## src/hdl/epi_pkg.sv

```systemverilog
// Package for the external pin interrupt unit: register map, fields, sense modes, carriers
package epi_pkg;
  localparam int REG_AW = 4;
  localparam logic [3:0] OFS_SENSE_CONTROL = 4'h0;
  localparam logic [3:0] OFS_IRQ_ENABLE = 4'h1;
  localparam logic [3:0] OFS_IRQ_FLAGS = 4'h2;
  localparam logic [3:0] OFS_GROUP_ENABLE = 4'h3;
  localparam logic [3:0] OFS_GROUP_FLAGS = 4'h4;
  localparam logic [3:0] OFS_MASK_GROUP0 = 4'h5;
  localparam logic [3:0] OFS_MASK_GROUP1 = 4'h6;
  localparam logic [3:0] OFS_MASK_GROUP2 = 4'h7;
  localparam logic [3:0] OFS_MASK_GROUP3 = 4'h8;
  localparam int SENSE1_LSB = 2;
  localparam int SENSE0_LSB = 0;
  localparam int NUM_EXT = 2;
  localparam int NUM_GROUPS = 4;
  localparam int NUM_CHANGE_PINS = 28;
  localparam int GROUP3_PINS = 4;
  localparam logic [7:0] RESET_BYTE = 8'h00;
  localparam logic [7:0] READ_UNMAPPED = 8'h00;

  typedef enum logic [1:0] {
    EPI_SENSE_LOW = 2'b00,
    EPI_SENSE_ANY = 2'b01,
    EPI_SENSE_FALL = 2'b10,
    EPI_SENSE_RISE = 2'b11
  } epi_sense_type;

  typedef struct packed {
    logic [3:0] addr;
    logic [7:0] wdata;
    logic wr;
    logic rd;
  } epi_bus_req_type;

  // Request lines toward the core: ext[1:0], groups[3:0]
  typedef struct packed {
    logic [3:0] group_req;
    logic [1:0] ext_req;
  } epi_req_type;

  typedef struct packed {
    logic [3:0] group_ack;
    logic [1:0] ext_ack;
  } epi_ack_type;
endpackage

```

## src/hdl/epi_unit.sv

```systemverilog
// External pin interrupt unit: two sensed pins, four pin-change groups, register file
module epi_unit
  import epi_pkg::*;
(
  input wire logic clk, // 250 MHz I/O clock
  input wire logic rst_n, // Asynchronous reset, active low
  input wire epi_pkg::epi_bus_req_type bus_req, // Register request
  output logic [7:0] bus_rdata, // Read data, cycle after read strobe
  input wire logic [1:0] ext_pins, // Dedicated pins as seen at the pad, driven or not
  input wire logic [27:0] change_pins, // Pin-change inputs
  input wire logic global_irq_enable, // Global interrupt flag of cpu_status_word
  input wire epi_pkg::epi_ack_type ack, // Vector entry pulses per source
  output epi_pkg::epi_req_type req, // Vector requests per source
  output logic [1:0] ext_level_wake, // Unclocked low-level wake lines
  output logic [3:0] group_change_wake // Unclocked pin-change wake lines
);
  import epi_pkg::*;

  logic [3:0] sense_q;
  logic [1:0] ext_enable_q;
  logic [1:0] ext_flag_q;
  logic [1:0] ext_flag_d;
  logic [3:0] group_enable_q;
  logic [3:0] group_flag_q;
  logic [3:0] group_flag_d;
  logic [7:0] group0_pin_mask_q;
  logic [7:0] group1_pin_mask_q;
  logic [7:0] group2_pin_mask_q;
  logic [3:0] group3_pin_mask_q;
  logic [1:0] ext_samp_q;
  logic [1:0] ext_prev_q;
  logic [27:0] chg_samp_q;
  logic [27:0] chg_prev_q;
  logic [7:0] rdata_q;
  logic [1:0] ext_hit;
  logic [1:0] ext_is_level;
  logic [27:0] pin_mask;
  logic [3:0] group_hit;
  logic wr_en;

  function automatic epi_sense_type sense_of(input logic [3:0] s, input int idx);
    sense_of = epi_sense_type'(s[idx*2 +: 2]);
  endfunction

  function automatic logic group_any(input logic [27:0] v, input int g);
    logic r;
    r = 1'b0;
    unique case (g)
      0: r = |v[7:0];
      1: r = |v[15:8];
      2: r = |v[23:16];
      default: r = |v[27:24];
    endcase
    group_any = r;
  endfunction

  assign wr_en = bus_req.wr;

  // Pin inputs sampled once; edges compare two samples
  always_ff @(posedge clk or negedge rst_n) begin
    if (!rst_n) begin
      ext_samp_q <= 2'b11;
      ext_prev_q <= 2'b11;
    end else begin
      ext_samp_q <= ext_pins;
      ext_prev_q <= ext_samp_q;
    end
  end

  always_ff @(posedge clk or negedge rst_n) begin
    if (!rst_n) begin
      chg_samp_q <= '0;
      chg_prev_q <= '0;
    end else begin
      chg_samp_q <= change_pins;
      chg_prev_q <= chg_samp_q;
    end
  end

  always_comb begin
    for (int i = 0; i < NUM_EXT; i++) begin
      ext_is_level[i] = (sense_of(sense_q, i) == EPI_SENSE_LOW);
      unique case (sense_of(sense_q, i))
        EPI_SENSE_LOW: ext_hit[i] = 1'b0;
        EPI_SENSE_ANY: ext_hit[i] = ext_samp_q[i] ^ ext_prev_q[i];
        EPI_SENSE_FALL: ext_hit[i] = ext_prev_q[i] & ~ext_samp_q[i];
        EPI_SENSE_RISE: ext_hit[i] = ~ext_prev_q[i] & ext_samp_q[i];
      endcase
    end
  end

  assign pin_mask = {group3_pin_mask_q, group2_pin_mask_q, group1_pin_mask_q, group0_pin_mask_q};

  always_comb begin
    for (int g = 0; g < NUM_GROUPS; g++) begin
      group_hit[g] = group_enable_q[g] & group_any((chg_samp_q ^ chg_prev_q) & pin_mask, g);
    end
  end

  // Set wins over both clears so a coincident event is kept
  always_comb begin
    ext_flag_d = ext_flag_q;
    if (wr_en && bus_req.addr == OFS_IRQ_FLAGS) begin
      ext_flag_d = ext_flag_d & ~bus_req.wdata[1:0];
    end
    ext_flag_d = ext_flag_d & ~ack.ext_ack;
    ext_flag_d = (ext_flag_d | ext_hit) & ~ext_is_level;
  end

  always_comb begin
    group_flag_d = group_flag_q;
    if (wr_en && bus_req.addr == OFS_GROUP_FLAGS) begin
      group_flag_d = group_flag_d & ~bus_req.wdata[3:0];
    end
    group_flag_d = (group_flag_d & ~ack.group_ack) | group_hit;
  end

  always_ff @(posedge clk or negedge rst_n) begin
    if (!rst_n) begin
      ext_flag_q <= RESET_BYTE[1:0];
      group_flag_q <= RESET_BYTE[3:0];
    end else begin
      ext_flag_q <= ext_flag_d;
      group_flag_q <= group_flag_d;
    end
  end

  // Control registers
  always_ff @(posedge clk or negedge rst_n) begin
    if (!rst_n) begin
      sense_q <= RESET_BYTE[3:0];
      ext_enable_q <= RESET_BYTE[1:0];
      group_enable_q <= RESET_BYTE[3:0];
      group0_pin_mask_q <= RESET_BYTE;
      group1_pin_mask_q <= RESET_BYTE;
      group2_pin_mask_q <= RESET_BYTE;
      group3_pin_mask_q <= RESET_BYTE[3:0];
    end else if (wr_en) begin
      unique case (bus_req.addr)
        OFS_SENSE_CONTROL: sense_q <= bus_req.wdata[3:0];
        OFS_IRQ_ENABLE: ext_enable_q <= bus_req.wdata[1:0];
        OFS_GROUP_ENABLE: group_enable_q <= bus_req.wdata[3:0];
        OFS_MASK_GROUP0: group0_pin_mask_q <= bus_req.wdata;
        OFS_MASK_GROUP1: group1_pin_mask_q <= bus_req.wdata;
        OFS_MASK_GROUP2: group2_pin_mask_q <= bus_req.wdata;
        OFS_MASK_GROUP3: group3_pin_mask_q <= bus_req.wdata[3:0];
        default: ;
      endcase
    end
  end

  // Read data registered; valid only in the cycle after the strobe
  always_ff @(posedge clk or negedge rst_n) begin
    if (!rst_n) begin
      rdata_q <= READ_UNMAPPED;
    end else if (bus_req.rd) begin
      unique case (bus_req.addr)
        OFS_SENSE_CONTROL: rdata_q <= {4'h0, sense_q};
        OFS_IRQ_ENABLE: rdata_q <= {6'h00, ext_enable_q};
        OFS_IRQ_FLAGS: rdata_q <= {6'h00, ext_flag_q};
        OFS_GROUP_ENABLE: rdata_q <= {4'h0, group_enable_q};
        OFS_GROUP_FLAGS: rdata_q <= {4'h0, group_flag_q};
        OFS_MASK_GROUP0: rdata_q <= group0_pin_mask_q;
        OFS_MASK_GROUP1: rdata_q <= group1_pin_mask_q;
        OFS_MASK_GROUP2: rdata_q <= group2_pin_mask_q;
        OFS_MASK_GROUP3: rdata_q <= {4'h0, group3_pin_mask_q};
        default: rdata_q <= READ_UNMAPPED;
      endcase
    end else begin
      rdata_q <= READ_UNMAPPED;
    end
  end
  assign bus_rdata = rdata_q;

  // Low level requests straight from the sampled pin; the core must see it held
  always_comb begin
    for (int i = 0; i < NUM_EXT; i++) begin
      req.ext_req[i] = global_irq_enable & ext_enable_q[i] &
                       (ext_is_level[i] ? ~ext_samp_q[i] : ext_flag_q[i]);
    end
    req.group_req = group_flag_q & group_enable_q & {NUM_GROUPS{global_irq_enable}};
  end

  // Unclocked wake paths for sleep with the I/O clock stopped; not for vectoring
  always_comb begin
    for (int i = 0; i < NUM_EXT; i++) begin
      ext_level_wake[i] = ext_enable_q[i] & ext_is_level[i] & ~ext_pins[i];
    end
    for (int g = 0; g < NUM_GROUPS; g++) begin
      group_change_wake[g] = group_enable_q[g] & group_any((change_pins ^ chg_samp_q) & pin_mask, g);
    end
  end
endmodule

```

## config.mk

```make
export PLATFORM = sky130hd
export DESIGN_NAME = epi_unit
export DESIGN_NICKNAME = d
export VERILOG_FILES = /design/src/hdl/epi_pkg.sv /design/src/hdl/epi_unit.sv
export SDC_FILE = /design/constraint.sdc
export NUM_CORES = 1
export LEC_CHECK = 0
export BUFFER_PORTS_ARGS = -buffer_cell sky130_fd_sc_hd__buf_2
export CAP_MARGIN = 20
export CELL_PAD_IN_SITES_DETAIL_PLACEMENT = 1
export CELL_PAD_IN_SITES_GLOBAL_PLACEMENT = 1
export CORE_MARGIN = 3
export CORE_UTILIZATION = 49
export DETAILED_ROUTE_END_ITERATION = 16
export HOLD_SLACK_MARGIN = 0.06
export PLACE_DENSITY = 0.94
export SLEW_MARGIN = 25
export SYNTH_ARGS = -nofsm -noshare
export SYNTH_HDL_FRONTEND = slang
export SYNTH_SLANG_ARGS = --single-unit
export TNS_END_PERCENT = 30
```

## constraint.sdc

```tcl
create_clock -name clk -period 2.17 [get_ports clk]
set_input_delay 0.1085 -clock clk [delete_from_list [all_inputs] [get_ports clk]]
set_output_delay 0.1085 -clock clk [all_outputs]
set_load 0.005 [all_outputs]
```

==> results.txt, run 1 <==
Routability cong. - 0.889
CTS buffer count - 9
CTS H-tree lvls - 3
RSZ-0062 raised after global routing - false
Max Freq - 0.592 GHz
Placed cell areas - 0.00539 mm^2
# clock sinks - 112
Synthesized flop and latch total - 112
CP top delay family - flip-flops
Worst r2r dst - bus_rdata[0]
Syn_nets - 436
DRC - 0
Area growth from synthesis to layout - 22.8%
Core Footprint - 0.00950 mm^2
Period utilization - 77.9%
Vias in the first global route - 4023
DR iter-0 viols - 185
Mapped cell area - 0.00490 mm^2
Largest net degree at the start of global routing - 51
Crit path capture - group_change_wake[0]
Via count - 3561
Share of cells above drive strength 1 - 28.4%
Crit path launch - chg_samp_q[2]
CP Max Fanout - 3
Outcome - finished, final reports clean
Cell variety after synth - 52
Starting density of the core - 51.6%
Cell Rows - 35
Port bufs - 72
GR Util All Layers - 25.8%
Arr. time, crit path - 1.58 ns
Most common cell after layout, fill and taps aside - dfrtp_1
Slew HR - 56.5%
Reg2reg start - group2_pin_mask_q[0]
Antenna violations before repair - 0
CP cell instances - xor2_1, a22oi_1, a41oi_1, buf_2
Area of the die - 0.0112 mm^2
Pre-antenna DRT Iters - 4
Critical path required time - 2.06 ns
CP Launch Type - flip-flop
Clock latency on the worst-skew pair - 0.39 ns
Worst VDD drop - 556 uV
Max Cap Viol - 0
CTS tree - done
FF-to-FF path depth - 3
Hold_ws - 0.0811 ns
Min Tclk post-route - 1.69 ns
Die span in x - 106 um
Final Hold Fails - 0
Antenna Violating Nets Remaining - 0
Warnings from Yosys - 0
Setup violators final - 0
Post-DP HPWL - 9.46 mm
Ys async rst share - 100%
Sequential fraction of the synthesis area - 57.2%
Slowest cell on crit path - dfrtp_1
Most used flip-flop cell after synthesis - dfrtp_1
Crit end category - primary output
Gr ovfl total - 0
Vias per cell - 5.63
Clk pin slew, worst setup/hold paths - 0.12 ns
Leading cell types in the layout, fill and taps excluded - dfrtp_1 (108), buf_2 (71), xor2_1 (56), dlygate4sd3_1 (44), mux2_2 (41)
Final net count - 555
Crit Path Category - flip-flop to primary output
Post-synthesis average cell area - 12.9 um^2
Final instance count without filler cells - 632
CP Depth - 4
Setup Fix Bufs, Post-CTS - 0
Diode count - 0
Leak - 2.76 nW
Post-route cell area - 0.00602 mm^2
EDFF count, synth - 0
R2R Setup Slk - 0.73 ns
Setup TNS - 0 ns
Die Y-Extent - 106 um
Clk_skew - 0.0189 ns
Clock buffer depth - 2
Worst slew pin tran - 0.651 ns
Clock root buffer master - clkbuf_8
PD cells - 805 mW/mm^2
Synth Instances - 379
Ports - 73
Largest stage delay, worst path - 0.43 ns
Routed wire length - 13.5 mm
First-pass GRT wire length - 22.1 mm
Worst min-delay path class - input pin to flip-flop
Tot Pwr - 4.85 mW
DR WL/cell - 21.3 um
Final slew viol count - 0
Inst Count DP - 572
Buf/Inv on CP - 1
report_power, final:
part           internal, mW  total (mW)  switching (mW)
logic                 0.500       0.937           0.437
registers              2.35        2.68           0.330
clock network         0.449        1.23           0.780
total                  3.30        4.85            1.55
worst reg2reg max path, cell delays in order, from the launching register on:
cell and delay [ns]:
dfrtp_1 0.45, mux4_2 0.49, o21ai_0 0.23, a31oi_1 0.13
final cells by class:
type | instances | area, um^2
clock inverters | 6 | 61.3
fillers | 966 | 3480
flip-flops and latches | 112 | 2810
clock buffers | 10 | 128
well taps | 129 | 161
multi-input cells | 243 | 1980
repair buffers | 118 | 831
inverters | 14 | 52.6
registers in the layout (all words and copies together), names as in the netlist, 8 cells and up:
name / flops
chg_prev_q: 28
group2_pin_mask_q: 8
group1_pin_mask_q: 8
group0_pin_mask_q: 8
bus_rdata: 8
chg_samp_q: 28
repair_timing:
action,in CTS,in global routing
endpoints found under the hold margin,89,0
hold buffers,44,0
gates resized for setup,0,0
worst min-delay path by stage:
stage,start,end,slack (ns),cells past startpoint
final,bus_req[3],group_enable_q[1],0.08,3
after global routing,bus_req[3],group_enable_q[1],0.09,3
after CTS,bus_req[3],group_enable_q[1],0.07,3
after global placement,rst_n,chg_prev_q[25],0.09,1
after detailed placement,rst_n,chg_prev_q[27],0.1,1
after floorplan,rst_n,bus_rdata[0],-0.19,0
metal layers:
metal  routed length [um]  global-route usage (%)  up-vias
met3                  647                    4.31       28
met5                    0                       0        -
li1                     -                       -     1595
met2                 7200                    46.4      114
met1                 5320                    31.5     1824
met4                  311                    8.79        0
metrics by stage:
| stage | utilization [%] | setup slack, ns |
|---|---|---|
| 5_1_grt | 63.4 | 0.375 |
| 4_1_cts | 63.4 | 0.489 |
| 6_report | 63.4 | 0.480 |
| 2_1_floorplan | - | 0.970 |
| 3_3_place_gp | 56.7 | 0.576 |
| 3_5_place_dp | 56.7 | 0.430 |
Yosys cell counts, types with 3 or more instances:
| cell | number | area, um^2 |
|---|---|---|
| and3_1 | 8 | 50.1 |
| ha_1 | 4 | 50.1 |
| o21ai_0 | 5 | 25.0 |
| inv_1 | 13 | 48.8 |
| a31oi_1 | 3 | 18.8 |
| buf_4 | 5 | 37.5 |
| mux2_2 | 41 | 462 |
| a32o_1 | 4 | 40.0 |
| clkbuf_1 | 3 | 11.3 |
| a22oi_1 | 33 | 248 |
| nand3b_1 | 3 | 22.5 |
| a21oi_1 | 8 | 40.0 |
| dfrtp_1 | 108 | 2700 |
| nand3_1 | 4 | 20.0 |
| dfstp_2 | 4 | 105 |
| nand2_1 | 18 | 67.6 |
| nand4_1 | 3 | 18.8 |
| nor2_1 | 10 | 37.5 |
| a41oi_1 | 3 | 26.3 |
| xor2_1 | 56 | 490 |
logic make-up (layout without fill, tap and decap cells):
family	count (synthesis)	after routing	share of synthesized area, %
AND/OR/NAND/NOR	66	66	8.11
XOR/XNOR	56	56	10.0
AO/OA/AOI/OAI	73	73	10.9
buffers and inverters	24	148	2.40
adder cells (fa/ha/maj)	4	4	1.02
flip-flops	112	112	57.2
multiplexers	44	44	10.3
No activity file was read; power rests on OpenSTA's default activity.
==> run 2, diff against run 1 <==
Settings changed: CORE_UTILIZATION 49 to 41, PLACE_DENSITY 0.94 to 0.85.
Clock period 2.17 ns to 1.5 ns, I/O delays scaled along.
==> run 2 against run 1 <==
The run now ends with negative setup slack left. Clock power grew 100%. Critical path depth is the same. Cell count grew 5.9%. Global-route usage shrank 4.7 points. Sequential share of layout area shrank 2.7 points. Wire length shrank 1.5%. Cell area grew 6.3%. Critical path type unchanged. Critical endpoint is now group_change_wake[2]. Highest routed layer is now met5.
==> results.txt, run 2 (same netlist as run 1, synthesis figures left out) <==
Worst min-delay path class - input pin to flip-flop
Gr ovfl total - 0
Largest stage delay, worst path - 0.40 ns
Final Hold Fails - 0
# clock sinks - 112
Worst slew pin tran - 0.450 ns
Vias in the first global route - 4004
Crit end category - primary output
Sw Ratio - 28.6%
Pre-antenna DRT Iters - 4
Clock latency on the worst-skew pair - 0.36 ns
Largest net degree at the start of global routing - 48
Hold_ws - 0.0723 ns
Antenna Violating Nets Remaining - 0
Most common cell after layout, fill and taps aside - dfrtp_1
Final slew viol count - 0
P_sw - 2.23 mW
CTS buffer count - 9
Cell Rows - 39
Ports - 73
Min Tclk post-route - 1.50 ns
RSZ-0062 raised after global routing - true
Internal power - 5.56 mW
CP Max Fanout - 2
Outcome - finished with violations
Leak - 2.95 nW
CP top delay family - flip-flops
Max Freq - 0.665 GHz
First-pass GRT wire length - 21.2 mm
Buf/Inv on CP - 1
Post-DP HPWL - 9.50 mm
Comb pwr share - 18.7%
CP Depth - 4
Largest regs - chg_prev_q: 28 flops, chg_samp_q: 28 flops
R2R Setup Slk - 0.05 ns
Core Footprint - 0.0116 mm^2
Diode count - 0
Failing checks - negative setup slack
GR Util All Layers - 21.1%
Port bufs - 72
Slew HR - 70.0%
Final WS setup - -0.00325 ns
Crit path launch - chg_samp_q[23]
Routed wire length - 13.3 mm
Sequential share of power - 49.7%
CP cell instances - xor2_1, a22oi_2, a41oi_2, buf_2
Crit Path Category - flip-flop to primary output
Clock buffer depth - 2
Starting density of the core - 42.4%
Slowest cell on crit path - dfrtp_1
Clk pin slew, worst setup/hold paths - 0.07 ns
CP Launch Type - flip-flop
Period utilization - 100%
Clock root buffer master - clkbuf_16
FF-to-FF path depth - 5
Share of cells above drive strength 1 - 35.0%
DRC - 0
Arr. time, crit path - 1.43 ns
Clock power share - 31.6%
Clk_skew - 0.00680 ns
Routability cong. - 0.939
Via count - 3580
Worst VDD drop - 753 uV
PD cells - 1220 mW/mm^2
CTS H-tree lvls - 3
Vias per cell - 5.35
Final net count - 579
Area of the die - 0.0133 mm^2
Crit path capture - group_change_wake[2]
Antenna violations before repair - 1
DR WL/cell - 19.8 um
Post-route cell area - 0.00640 mm^2
Max Cap Viol - 0
CTS tree - done
DR iter-0 viols - 117
Critical path required time - 1.42 ns
Area growth from synthesis to layout - 30.5%
Placed cell areas - 0.00553 mm^2
Leading cell types in the layout, fill and taps excluded - dfrtp_1 (106), buf_2 (70), xor2_1 (54), mux2_2 (41), dlygate4sd3_1 (38)
Worst r2r dst - group_flag_q[2]
Die span in x - 115 um
Setup TNS - -0.00510 ns
Die Y-Extent - 115 um
Reg2reg start - chg_samp_q[22]
Setup violators final - 2
[run 2: per-stage QoR]
| stage | util (%) | setup slack (ns) | std cells | total power [mW] |
|---|---|---|---|---|
| floorplan | - | 0.300 | 379 | 4.55 |
| global placement | 47.8 | 0.129 | 599 | 5.09 |
| detailed placement | 47.8 | 0.0720 | 599 | 5.19 |
| CTS | 54.8 | -0.0323 | 665 | 7.81 |
| global route | 55.4 | -0.110 | 669 | 8.18 |
| finish | 55.4 | -0.00325 | 669 | 7.79 |
[run 2: cell type report]
type,count,area [um^2]
clock buffer,10,239
clock inverter,5,63.8
fill,1186,5160
inverter,14,52.6
multi-input combinational,243,2030
sequential,112,2810
tap,143,179
timing repair buffer,142,1020
[run 2: tightest hold or removal path: cells and delay by family]
kind | cells | cell delay (ns)
AOI/OAI and AO/OA | 1 | 0.18
buffers and inverters | 2 | 0.13
[run 2: worst min-delay path by stage]
stage / startpoint / end / slack [ns] / cells after the start
4_1_cts: bus_req[3] / group_enable_q[1] / 0.06 / 3
3_3_place_gp: rst_n / chg_prev_q[24] / 0.04 / 1
5_1_grt: ack[2] / group_flag_q[0] / 0.07 / 3
3_5_place_dp: rst_n / chg_prev_q[24] / 0.05 / 1
6_report: ack[2] / group_flag_q[0] / 0.07 / 3
2_1_floorplan: rst_n / bus_rdata[0] / -0.22 / 0
[run 2: per-layer routing]
layer	global-route usage [%]	wire, um	vias up
li1	-	-	1645
met1	25.7	5390	1825
met2	36.8	6940	85
met3	4.58	615	23
met4	8.14	327	2
met5	0	7	-
[run 2: what timing repair did]
action                                  CTS  global route
pin swaps                                17            14
hold endpoints to repair                111             0
hold buffers                             38             0
setup buffers                            13             5
endpoints found under the setup margin    5             7
gates resized for setup                   6             8
[run 2: power groups by stage]
stage	Combinational, mW	Clock [mW]	Sequential [mW]
4_1_cts	1.44	2.53	3.85
2_1_floorplan	0.816	0	3.73
6_report	1.46	2.46	3.87
3_3_place_gp	1.21	0	3.88
5_1_grt	1.62	2.64	3.92
3_5_place_dp	1.28	0	3.91
